File: src/include/mbal_pkg.sv
// Package for the memory balloon device: register map, feature bits, queue indices, status bits.
// Assumes a 32-bit AXI4-Lite register bus and a single clock domain.
package mbal_pkg;
    // ********************************
    // Register byte offsets
    // ********************************
    localparam logic [7:0] OFF_DEV_FEATURES = 8'h00;
    localparam logic [7:0] OFF_DRV_FEATURES = 8'h04;
    localparam logic [7:0] OFF_STATUS = 8'h08;
    localparam logic [7:0] OFF_TARGET = 8'h0c;
    localparam logic [7:0] OFF_CURRENT = 8'h10;
    localparam logic [7:0] OFF_HOST_TARGET = 8'h14;
    localparam logic [7:0] OFF_EVENTS = 8'h18;
    localparam logic [7:0] OFF_QUEUE_SEL = 8'h1c;
    localparam logic [7:0] OFF_QUEUE_AVAIL = 8'h20;
    localparam logic [7:0] OFF_QUEUE_NOTIFY = 8'h24;
    localparam logic [7:0] OFF_ACCEPTED = 8'h28;
    localparam logic [7:0] OFF_LEGACY = 8'h2c;
    localparam logic [7:0] OFF_ID = 8'h30;
    // ********************************
    // Feature bits and fields
    // ********************************
    localparam int FEAT_TELL_BEFORE_REUSE = 0;
    localparam int FEAT_STATS_QUEUE_PRESENT = 1;
    localparam int FEAT_DEFLATE_ON_LOW_MEMORY = 2;
    localparam logic [2:0] FEAT_RESET = 3'h7;
    localparam int STATUS_FEATURES_OK = 3;
    localparam int STATUS_DRIVER_OK = 2;
    localparam logic [7:0] STATUS_RESET = 8'h00;
    localparam logic [1:0] QUEUE_GIVE = 2'h0;
    localparam logic [1:0] QUEUE_RETURN = 2'h1;
    localparam logic [1:0] QUEUE_STATS = 2'h2;
    localparam int PAGE_SHIFT = 12;
    localparam int EVT_CONFIG_CHANGE = 0;
    localparam int EVT_STATS_READY = 1;
    localparam logic [31:0] COUNT_RESET = 32'h0000_0000;
    localparam logic [1:0] RESP_OKAY = 2'h0;
    localparam logic [1:0] RESP_SLVERR = 2'h2;
    // Arbitrary neutral identity value.
    localparam logic [31:0] DEVICE_ID_DEFAULT = 32'h0000_00a1;
endpackage

File: src/hdl/mbal_device.sv
// Memory balloon device core: configuration space, feature negotiation and request acknowledgement.
// Assumes an AXI4-Lite master on the same clock and that descriptors arrive on a simple handshake.
`timescale 1ns/1ps
`default_nettype none
// What this block does
// - Give queue 0, return queue 1; stats queue 2 only if its feature is offered.
// - Feature bits: tell-before-reuse 0, stats queue 1, deflate on low memory 2.
// - Features-ok write is refused if offered tell-before-reuse was not accepted.
// - Legacy mode works without tell-before-reuse, allowing reuse before acknowledgement.
// - Configuration holds target count then current count, each 32-bit little-endian.
// - Both fields are little-endian even in legacy mode.
// - Target above current wants more pages, below wants fewer.
// - Page entries are 32-bit addresses divided by 4096.
// - Every give and return request is acknowledged by using its descriptor.
// - With tell-before-reuse accepted, device may alter given pages until acknowledgement of give or return.
// - Legacy device applies current count only once its top byte is written.
module mbal_device #(
    parameter logic [31:0] DEVICE_ID = mbal_pkg::DEVICE_ID_DEFAULT
) (
    // Clock and reset
    input wire logic aclk,
    input wire logic aresetn,
    // AXI4-Lite write address and data
    input wire logic [7:0] s_axi_awaddr,
    input wire logic s_axi_awvalid,
    output logic s_axi_awready,
    input wire logic [31:0] s_axi_wdata,
    input wire logic [3:0] s_axi_wstrb,
    input wire logic s_axi_wvalid,
    output logic s_axi_wready,
    // AXI4-Lite write response
    output logic [1:0] s_axi_bresp,
    output logic s_axi_bvalid,
    input wire logic s_axi_bready,
    // AXI4-Lite read
    input wire logic [7:0] s_axi_araddr,
    input wire logic s_axi_arvalid,
    output logic s_axi_arready,
    output logic [31:0] s_axi_rdata,
    output logic [1:0] s_axi_rresp,
    output logic s_axi_rvalid,
    input wire logic s_axi_rready,
    // Request descriptors from the queue engine
    input wire logic req_valid,
    output logic req_ready,
    input wire logic [1:0] req_queue,
    input wire logic [15:0] req_desc_id,
    // Used-descriptor acknowledgement
    output logic used_valid,
    output logic [1:0] used_queue,
    output logic [15:0] used_desc_id,
    // Notifications and state to the transport
    output logic config_change,
    output logic stats_request,
    output logic balloon_wants_more,
    output logic balloon_wants_fewer,
    output logic page_alter_allowed
);
    // ********************************
    // State
    // ********************************
    typedef struct packed {
        logic aw_held;
        logic [7:0] aw_addr;
        logic w_held;
        logic [31:0] w_data;
        logic [3:0] w_strb;
        logic bvalid;
        logic [1:0] bresp;
        logic rvalid;
        logic [31:0] rdata;
        logic [1:0] rresp;
        logic [2:0] dev_feat;
        logic [2:0] drv_feat;
        logic [7:0] status;
        logic [31:0] target;
        logic [31:0] current;
        logic [31:0] current_stage;
        logic legacy;
        logic [1:0] events;
        logic [1:0] queue_sel;
        logic used_valid;
        logic [1:0] used_queue;
        logic [15:0] used_desc;
        logic [31:0] accepted;
        logic cfg_pulse;
        logic stats_pulse;
    } mbal_state_t;

    mbal_state_t s_q;
    mbal_state_t s_d;

    // Merges byte lanes of a write into an old value.
    function automatic logic [31:0] mbal_merge(input logic [31:0] old, input logic [31:0] data,
                                               input logic [3:0] strb);
        logic [31:0] r;
        r = old;
        for (int i = 0; i < 4; i++) begin
            if (strb[i]) begin
                r[8*i +: 8] = data[8*i +: 8];
            end
        end
        return r;
    endfunction

    // Tells whether a queue index exists under the current offer.
    function automatic logic mbal_queue_ok(input logic [1:0] q, input logic [2:0] feat);
        return (q == mbal_pkg::QUEUE_GIVE) || (q == mbal_pkg::QUEUE_RETURN) ||
               ((q == mbal_pkg::QUEUE_STATS) && feat[mbal_pkg::FEAT_STATS_QUEUE_PRESENT]);
    endfunction

    // Gives the state after reset; every field is named so that a new one cannot be left out.
    function automatic mbal_state_t mbal_reset_state();
        mbal_state_t r;
        r.aw_held = 1'h0;
        r.aw_addr = 8'h00;
        r.w_held = 1'h0;
        r.w_data = 32'h0000_0000;
        r.w_strb = 4'h0;
        r.bvalid = 1'h0;
        r.bresp = mbal_pkg::RESP_OKAY;
        r.rvalid = 1'h0;
        r.rdata = 32'h0000_0000;
        r.rresp = mbal_pkg::RESP_OKAY;
        r.dev_feat = mbal_pkg::FEAT_RESET;
        r.drv_feat = 3'h0;
        r.status = mbal_pkg::STATUS_RESET;
        r.target = mbal_pkg::COUNT_RESET;
        r.current = mbal_pkg::COUNT_RESET;
        r.current_stage = mbal_pkg::COUNT_RESET;
        r.legacy = 1'h0;
        r.events = 2'h0;
        r.queue_sel = 2'h0;
        r.used_valid = 1'h0;
        r.used_queue = 2'h0;
        r.used_desc = 16'h0000;
        r.accepted = 32'h0000_0000;
        r.cfg_pulse = 1'h0;
        r.stats_pulse = 1'h0;
        return r;
    endfunction

    logic wr_go;
    logic rd_go;
    assign wr_go = s_q.aw_held && s_q.w_held && !s_q.bvalid;
    assign rd_go = s_axi_arvalid && !s_q.rvalid;

    // ********************************
    // Next state
    // ********************************
    always_comb begin
        s_d = s_q;
        s_d.cfg_pulse = 1'b0;
        s_d.stats_pulse = 1'b0;
        s_d.used_valid = 1'b0;
        if (s_axi_awvalid && s_axi_awready) begin
            s_d.aw_held = 1'b1;
            s_d.aw_addr = s_axi_awaddr;
        end
        if (s_axi_wvalid && s_axi_wready) begin
            s_d.w_held = 1'b1;
            s_d.w_data = s_axi_wdata;
            s_d.w_strb = s_axi_wstrb;
        end
        if (s_q.bvalid && s_axi_bready) begin
            s_d.bvalid = 1'b0;
        end
        if (s_q.rvalid && s_axi_rready) begin
            s_d.rvalid = 1'b0;
        end
        // Descriptors are taken one per cycle and used on the next.
        // The arrays of 4096-byte frame numbers stay in guest memory; only the queue index and descriptor id pass here.
        if (req_valid) begin
            if (mbal_queue_ok(req_queue, s_q.dev_feat)) begin
                s_d.used_valid = 1'b1;
                s_d.used_queue = req_queue;
                s_d.used_desc = req_desc_id;
                s_d.accepted = s_q.accepted + 32'h0000_0001;
            end
        end
        if (wr_go) begin
            s_d.aw_held = 1'b0;
            s_d.w_held = 1'b0;
            s_d.bvalid = 1'b1;
            s_d.bresp = mbal_pkg::RESP_OKAY;
            if (s_q.aw_addr == mbal_pkg::OFF_DEV_FEATURES) begin
                s_d.dev_feat = s_q.w_data[2:0];
            end else if (s_q.aw_addr == mbal_pkg::OFF_DRV_FEATURES) begin
                s_d.drv_feat = s_q.w_data[2:0] & s_q.dev_feat;
            end else if (s_q.aw_addr == mbal_pkg::OFF_STATUS) begin
                s_d.status = s_q.w_data[7:0];
                // Only modern mode can report a refused negotiation.
                if (!s_q.legacy && s_q.dev_feat[mbal_pkg::FEAT_TELL_BEFORE_REUSE] &&
                    !s_q.drv_feat[mbal_pkg::FEAT_TELL_BEFORE_REUSE]) begin
                    s_d.status[mbal_pkg::STATUS_FEATURES_OK] = 1'b0;
                end
            end else if (s_q.aw_addr == mbal_pkg::OFF_CURRENT) begin
                // Bytes are staged; in legacy mode the count moves only with the top byte, otherwise with every write.
                s_d.current_stage = mbal_merge(s_q.current_stage, s_q.w_data, s_q.w_strb);
                if (!s_q.legacy || s_q.w_strb[3]) begin
                    s_d.current = mbal_merge(s_q.current_stage, s_q.w_data, s_q.w_strb);
                end
            end else if (s_q.aw_addr == mbal_pkg::OFF_HOST_TARGET) begin
                s_d.target = mbal_merge(s_q.target, s_q.w_data, s_q.w_strb);
                s_d.events[mbal_pkg::EVT_CONFIG_CHANGE] = 1'b1;
                s_d.cfg_pulse = 1'b1;
            end else if (s_q.aw_addr == mbal_pkg::OFF_EVENTS) begin
                s_d.events = s_q.events & ~s_q.w_data[1:0];
            end else if (s_q.aw_addr == mbal_pkg::OFF_QUEUE_SEL) begin
                s_d.queue_sel = s_q.w_data[1:0];
            end else if (s_q.aw_addr == mbal_pkg::OFF_QUEUE_NOTIFY) begin
                if (s_q.w_data[1:0] == mbal_pkg::QUEUE_STATS &&
                    s_q.drv_feat[mbal_pkg::FEAT_STATS_QUEUE_PRESENT] &&
                    s_q.status[mbal_pkg::STATUS_DRIVER_OK]) begin
                    s_d.events[mbal_pkg::EVT_STATS_READY] = 1'b1;
                    s_d.stats_pulse = 1'b1;
                end
            end else if (s_q.aw_addr == mbal_pkg::OFF_LEGACY) begin
                s_d.legacy = s_q.w_data[0];
            end else begin
                s_d.bresp = mbal_pkg::RESP_SLVERR;
            end
        end
        // The registered config-change set wins over a software clear in the same cycle.
        if (s_q.cfg_pulse) begin
            s_d.events[mbal_pkg::EVT_CONFIG_CHANGE] = 1'b1;
        end
        if (rd_go) begin
            s_d.rvalid = 1'b1;
            s_d.rresp = mbal_pkg::RESP_OKAY;
            s_d.rdata = 32'h0000_0000;
            if (s_axi_araddr == mbal_pkg::OFF_DEV_FEATURES) begin
                s_d.rdata[2:0] = s_q.dev_feat;
            end else if (s_axi_araddr == mbal_pkg::OFF_DRV_FEATURES) begin
                s_d.rdata[2:0] = s_q.drv_feat;
            end else if (s_axi_araddr == mbal_pkg::OFF_STATUS) begin
                s_d.rdata[7:0] = s_q.status;
            end else if (s_axi_araddr == mbal_pkg::OFF_TARGET ||
                         s_axi_araddr == mbal_pkg::OFF_HOST_TARGET) begin
                s_d.rdata = s_q.target;
            end else if (s_axi_araddr == mbal_pkg::OFF_CURRENT) begin
                s_d.rdata = s_q.current;
            end else if (s_axi_araddr == mbal_pkg::OFF_EVENTS) begin
                s_d.rdata[1:0] = s_q.events;
            end else if (s_axi_araddr == mbal_pkg::OFF_QUEUE_SEL) begin
                s_d.rdata[1:0] = s_q.queue_sel;
            end else if (s_axi_araddr == mbal_pkg::OFF_QUEUE_AVAIL) begin
                s_d.rdata[0] = mbal_queue_ok(s_q.queue_sel, s_q.dev_feat);
            end else if (s_axi_araddr == mbal_pkg::OFF_ACCEPTED) begin
                s_d.rdata = s_q.accepted;
            end else if (s_axi_araddr == mbal_pkg::OFF_LEGACY) begin
                s_d.rdata[0] = s_q.legacy;
            end else if (s_axi_araddr == mbal_pkg::OFF_ID) begin
                s_d.rdata = DEVICE_ID;
            end else begin
                s_d.rresp = mbal_pkg::RESP_SLVERR;
            end
        end
    end

    // ********************************
    // Registers
    // ********************************
    always_ff @(posedge aclk) begin
        if (!aresetn) begin
            s_q <= mbal_reset_state();
        end else begin
            s_q <= s_d;
        end
    end

    // ********************************
    // Outputs
    // ********************************
    // Nothing new is taken while a response waits, so one write at most is under way.
    assign s_axi_awready = !s_q.aw_held && !s_q.bvalid;
    assign s_axi_wready = !s_q.w_held && !s_q.bvalid;
    assign s_axi_bvalid = s_q.bvalid;
    assign s_axi_bresp = s_q.bresp;
    assign s_axi_arready = !s_q.rvalid;
    assign s_axi_rvalid = s_q.rvalid;
    assign s_axi_rdata = s_q.rdata;
    assign s_axi_rresp = s_q.rresp;
    assign req_ready = 1'b1;
    assign used_valid = s_q.used_valid;
    assign used_queue = s_q.used_queue;
    assign used_desc_id = s_q.used_desc;
    assign config_change = s_q.cfg_pulse;
    assign stats_request = s_q.stats_pulse;
    assign balloon_wants_more = s_q.target > s_q.current;
    assign balloon_wants_fewer = s_q.target < s_q.current;
    // Without negotiation, returned pages are the guest's at once.
    assign page_alter_allowed = s_q.drv_feat[mbal_pkg::FEAT_TELL_BEFORE_REUSE];
endmodule
`default_nettype wire

File: config.mk
export PLATFORM = sky130hd
export DESIGN_NAME = mbal_device
export DESIGN_NICKNAME = d
export VERILOG_FILES = /design/src/include/mbal_pkg.sv /design/src/hdl/mbal_device.sv
export SDC_FILE = /design/constraint.sdc
export NUM_CORES = 1
export LEC_CHECK = 0
export BUFFER_PORTS_ARGS = -buffer_cell sky130_fd_sc_hd__clkbuf_2
export CAP_MARGIN = 20
export CORE_UTILIZATION = 54
export CTS_BUF_LIST = sky130_fd_sc_hd__clkbuf_4
export DETAILED_ROUTE_END_ITERATION = 8
export HOLD_SLACK_MARGIN = 0.08
export PLACE_DENSITY_LB_ADDON = 0.12
export RECOVER_POWER = 100
export SKIP_LAST_GASP = 1
export SYNTH_ARGS = -nofsm -noshare
export SYNTH_HDL_FRONTEND = slang
export SYNTH_SLANG_ARGS = --single-unit
File: constraint.sdc
create_clock -name aclk -period 2.18 [get_ports aclk]
set_clock_uncertainty 0.2 [all_clocks]
set_input_delay 0.218 -clock aclk [delete_from_list [all_inputs] [get_ports aclk]]
set_output_delay 0.218 -clock aclk [all_outputs]
set_load 0.01 [all_outputs]
==> results.txt <==
The run finished, with violations left. The final reports fail on setup timing. In this run the worst setup path begins at s_q[103].

The H-tree generated during clock tree synthesis spans 3 levels. The post-synthesis sequential element count came out at 250. Dividing the final minimum period by the clock period gives 1.41.

The main flop type after synthesis is sky130_fd_sc_hd__dfxtp_1. The number of rows created at floorplan came out at 52. The share of the Yosys chip area taken by registers is 0.436. The critical path goes through inv_1, ha_4, and4_1, a221o_1, a211o_1, a211oi_4, buf_2. The mean routed wirelength per cell came out at around 17 microns. The time the final worst path needs with I/O delays and setup is slightly above 3 ns. The number of fillers in the final layout is about 1600. The destination of the worst register-to-register timing path is used_desc_id[9]. Global routing finished with a remaining overflow of 0.

The number of max-cap violations came out at 0. The net switching component of the power came out at between 2 and 3 mW. For the worst setup path, the data required time is between 1.5 and 2 ns. The total internal power came out at 7.18 mW. The maximum clock frequency came out at 325 MHz. The detailed placement HPWL is roughly 21 mm. The post-route worst setup slack came out at -0.899 ns. The master cell of the clock root buffer is sky130_fd_sc_hd__clkbuf_4.

The part of the power in registers came out at 0.490. The x dimension of the die came out at approximately 150 microns. The initial cell density of the core is 0.559.

Setup repair after global routing could not meet its margin everywhere. The summed instance area of the synthesized netlist came out at 11500 sq um. The distinct cell type count after synthesis came out at 58.

The mean post-synth cell area came out at 8.23 sq um. The first routing iteration left between 900 and 1000 violations. The warning count from the yosys run is 0. The category of cells accounting for the largest share of critical-path delay is compound AO/OA/AOI/OAI gates. The global-route wire length before repair came out at ~56 mm. The total of endpoints with negative setup slack in the final report is 92. Of the cells placed in the final design, the portion with a size suffix greater than 1 is 0.240.

The worst setup path is of the register to primary output kind. The largest fanout on the critical path is 2. In this run the critical register-to-register path is launched from s_q[166].

The detail-routed via count per cell is about 5.5. Routability-driven placement finished with a final weighted congestion of between 0.9 and 1. The arrival time at the worst endpoint is about 2.7 ns. The maximum clock insertion buffer count is 3. In the global route stage, overall resource usage came out at 0.321.

The worst hold path belongs to the class input pin to register. In the routed design, unresolved DRC markers number 0. The synthesis-to-layout area growth came out at 35.9%.

The number of nets still failing antenna checks after routing came out at 0. The slowest stage of the critical path belongs to the cell sky130_fd_sc_hd__a221o_1. The cell area power density came out at roughly 630 nW/um^2. The via count of the first global-routing pass is between 10000 and 15000. The relative slew slack is 0.411. The I/O pin count came out at roughly 140. The hold violation count in the final report is 0. The total number of vias came out at ~12000. After technology mapping, the gate count stands at between 1000 and 1500. The worst-case register-to-register setup slack came out at -0.29 ns. The setup slack after placement came out at -0.286 ns. On the worst path, the slowest cell contributes a delay of between 0.3 and 0.4 ns. TritonCTS built the clock tree.

Summed over all cells, the static leakage comes to between 5 and 6 nW. The number of nets at the end of the flow is ~1900. The count of pins over their slew limit came to 0. The async set-reset flop share out of synthesis is 0.

The share of total power dissipated in the clock network is 0.406. The core box area came out at about 21000 sq um. For the pin with the worst max-slew slack, the measured transition is about 0.88 ns.

VDD sags by at most between 0.5 and 0.6 mV. The quantity of I/O buffers inserted on ports is 140. Clock-pin slew was measured on the worst setup and hold paths at 0.07 ns.

The count of flip-flops with a built-in enable after synthesis came out at 0. The clock drives 250 sinks. STA classifies the critical path startpoint as a register.

The die covers ~22000 sq um. The count of non-filler cells in the finished layout is 2077. Of the total power, combinational logic draws 0.104.

The count of cell instances traversed by the critical path is 7. TritonCTS created 68 clock buffers. The post-detailed-routing wire length is approximately 36 mm.

The largest net degree at the start of global routing is 92. The category of the worst setup path capture point is a primary output. The die height came out at about 150 microns. The number of buffer and inverter instances along the worst setup path is 2.

The initial antenna violation count is 3. Of the total power, the share spent switching nets is 0.265. The most critical setup path has its endpoint at balloon_wants_fewer. After detailed placement, the design holds a cell count of 1803. The depth of the worst register-to-register path is 7.

The clock latency on the worst-skew pair is roughly 0.67 ns. The first-pass iteration count of the detailed router came out at 9.
[synth_stat cells (3+ instances only)]
cell | n | share of area
sky130_fd_sc_hd__nand2_1 | 295 | 0.096
sky130_fd_sc_hd__dfxtp_1 | 250 | 0.44
sky130_fd_sc_hd__a21oi_1 | 160 | 0.070
sky130_fd_sc_hd__nor2_1 | 108 | 0.035
sky130_fd_sc_hd__clkbuf_1 | 64 | 0.021
sky130_fd_sc_hd__buf_4 | 58 | 0.038
sky130_fd_sc_hd__nand3_1 | 53 | 0.023
sky130_fd_sc_hd__mux2i_1 | 47 | 0.041
sky130_fd_sc_hd__o21ai_0 | 44 | 0.019
sky130_fd_sc_hd__inv_1 | 40 | 0.013
sky130_fd_sc_hd__ha_1 | 33 | 0.036
sky130_fd_sc_hd__a211oi_2 | 28 | 0.030
sky130_fd_sc_hd__a222oi_1 | 28 | 0.024
sky130_fd_sc_hd__nor3_1 | 21 | 0.0091
sky130_fd_sc_hd__xor2_1 | 18 | 0.014
sky130_fd_sc_hd__nand4_1 | 14 | 0.0076
sky130_fd_sc_hd__and2_1 | 11 | 0.0060
sky130_fd_sc_hd__xnor2_1 | 10 | 0.0076
sky130_fd_sc_hd__a211oi_1 | 9 | 0.0059
sky130_fd_sc_hd__nor2b_1 | 9 | 0.0049
sky130_fd_sc_hd__nand2b_1 | 8 | 0.0044
sky130_fd_sc_hd__or3_1 | 7 | 0.0038
sky130_fd_sc_hd__a22oi_1 | 6 | 0.0039
sky130_fd_sc_hd__and3_1 | 6 | 0.0033
sky130_fd_sc_hd__buf_2 | 6 | 0.0026
sky130_fd_sc_hd__and4_1 | 5 | 0.0038
sky130_fd_sc_hd__buf_6 | 5 | 0.0049
sky130_fd_sc_hd__o211ai_1 | 5 | 0.0033
sky130_fd_sc_hd__o21a_1 | 5 | 0.0033
sky130_fd_sc_hd__o22ai_1 | 4 | 0.0022
sky130_fd_sc_hd__nor4_1 | 3 | 0.0016
[kinds of logic (layout without fill, tap and decap cells)]
kind of cell,count (synthesis),in the layout,share of synthesized area
AOI/OAI and AO/OA,307,307,0.176
DFF,250,250,0.436
xor gates and xnor gates,28,28,0.0213
and+or+nand+nor,552,552,0.208
adders and majority gates,34,34,0.0368
other,2,6,0.000654
buffers and inverters,176,583,0.0804
muxes,47,47,0.0410
[layer usage]
layer / up-vias / global-route usage / part of all wire
li1: 5542 / - / -
met1: 5417 / 0.450 / 0.44
met2: 496 / 0.488 / 0.45
met3: 70 / 0.0639 / 0.086
met4: 0 / 0.115 / 0.021
met5: - / 0 / 0
[cell type report]
| type | count | area [sq um] | area share |
|---|---|---|---|
| Antenna cell | 3 | 7.51 | 0.000481 |
| Clock buffer | 98 | 736 | 0.0471 |
| Clock inverter | 6 | 23.8 | 0.00152 |
| Inverter | 41 | 158 | 0.0101 |
| Multi-Input combinational cell | 971 | 5850 | 0.375 |
| Sequential cell | 250 | 5020 | 0.322 |
| Tap cell | 270 | 338 | 0.0216 |
| Timing Repair Buffer | 438 | 3480 | 0.223 |
[how the worst min path moves through the flow]
stage	startpoint	end	slack (ns)	depth (start not counted)
2_1_floorplan	s_axi_rready	s_axi_rvalid	0.12	1
3_3_place_gp	s_axi_rready	s_axi_rvalid	0.20	2
3_5_place_dp	s_axi_rready	s_axi_rvalid	0.23	2
4_1_cts	s_axi_bready	s_axi_bvalid	0.16	4
5_1_grt	s_axi_bready	s_axi_bvalid	0.19	4
6_report	s_axi_bready	s_axi_bvalid	0.17	4
[tightest hold or removal path: cells and delay by family]
family	cells	cell delay [ns]
AO/OA/AOI/OAI	1	0.07
buffers and inverters	2	0.61
AND/OR/NAND/NOR	1	0.08
[power by group through the flow]
stage | Sequential [mW] | Combinational, mW | Clock [mW]
after floorplan | 4.83 | 0.483 | 0
after global placement | 4.87 | 0.714 | 0
after detailed placement | 4.88 | 0.721 | 0
after CTS | 4.78 | 0.954 | 3.98
after global routing | 4.80 | 1.10 | 4.24
final | 4.79 | 1.02 | 3.97
[registers in the layout, summed over array words and instances (netlist names)]
name	cells
s_axi_rvalid	1
s_axi_rdata	32
s_q	192
s_axi_bresp	1
config_change	1
used_desc_id	16
page_alter_allowed	1
used_queue	2
used_valid	1
s_axi_rresp	1
s_axi_bvalid	1
stats_request	1
[cell usage in the layout (no fill, tap or decap), types with 9 or more instances in the layout]
cell	n
sky130_fd_sc_hd__nor2_2	11
sky130_fd_sc_hd__buf_6	15
sky130_fd_sc_hd__nand2_1	289
sky130_fd_sc_hd__nor3_1	17
sky130_fd_sc_hd__nand3_1	51
sky130_fd_sc_hd__dlygate4sd3_1	145
sky130_fd_sc_hd__nor2_1	93
sky130_fd_sc_hd__ha_1	24
sky130_fd_sc_hd__nor2b_1	9
sky130_fd_sc_hd__clkbuf_2	84
sky130_fd_sc_hd__buf_12	10
sky130_fd_sc_hd__dfxtp_1	237
sky130_fd_sc_hd__a222oi_1	28
sky130_fd_sc_hd__xnor2_1	10
sky130_fd_sc_hd__inv_1	35
sky130_fd_sc_hd__nand4_1	14
sky130_fd_sc_hd__mux2i_1	47
sky130_fd_sc_hd__xor2_1	18
sky130_fd_sc_hd__clkbuf_1	69
sky130_fd_sc_hd__buf_4	105
sky130_fd_sc_hd__a211oi_2	30
sky130_fd_sc_hd__a21oi_1	153
sky130_fd_sc_hd__clkbuf_4	100
sky130_fd_sc_hd__dfxtp_2	13
sky130_fd_sc_hd__o21ai_0	40
[per-stage QoR]
| stage | power (mW) | cell area [sq um] | utilization | hold WS, ns | TNS (ns) |
|---|---|---|---|---|---|
| 2_1_floorplan | 5.31 | 11500 | - | 0.117 | -1.34 |
| 3_3_place_gp | 5.59 | 12900 | 0.628 | 0.200 | -0.506 |
| 3_5_place_dp | 5.60 | 12900 | 0.628 | 0.234 | -0.561 |
| 4_1_cts | 9.71 | 15400 | 0.751 | 0.156 | -3.70 |
| 5_1_grt | 10.1 | 15600 | 0.760 | 0.186 | -23.44 |
| 6_report | 9.77 | 15600 | 0.760 | 0.172 | -11.28 |
[repair_timing]
action / 4_1_cts / 5_1_grt
hold buffers: 145 / 0
endpoints found under the setup margin: 24 / 143
pin swaps: 24 / 17
endpoints found under the hold margin: 211 / 0
setup buffers: 4 / 12
resized for setup: 46 / 59
cloned: 4 / 3
Note: power is estimated with default switching activity, not from simulation.
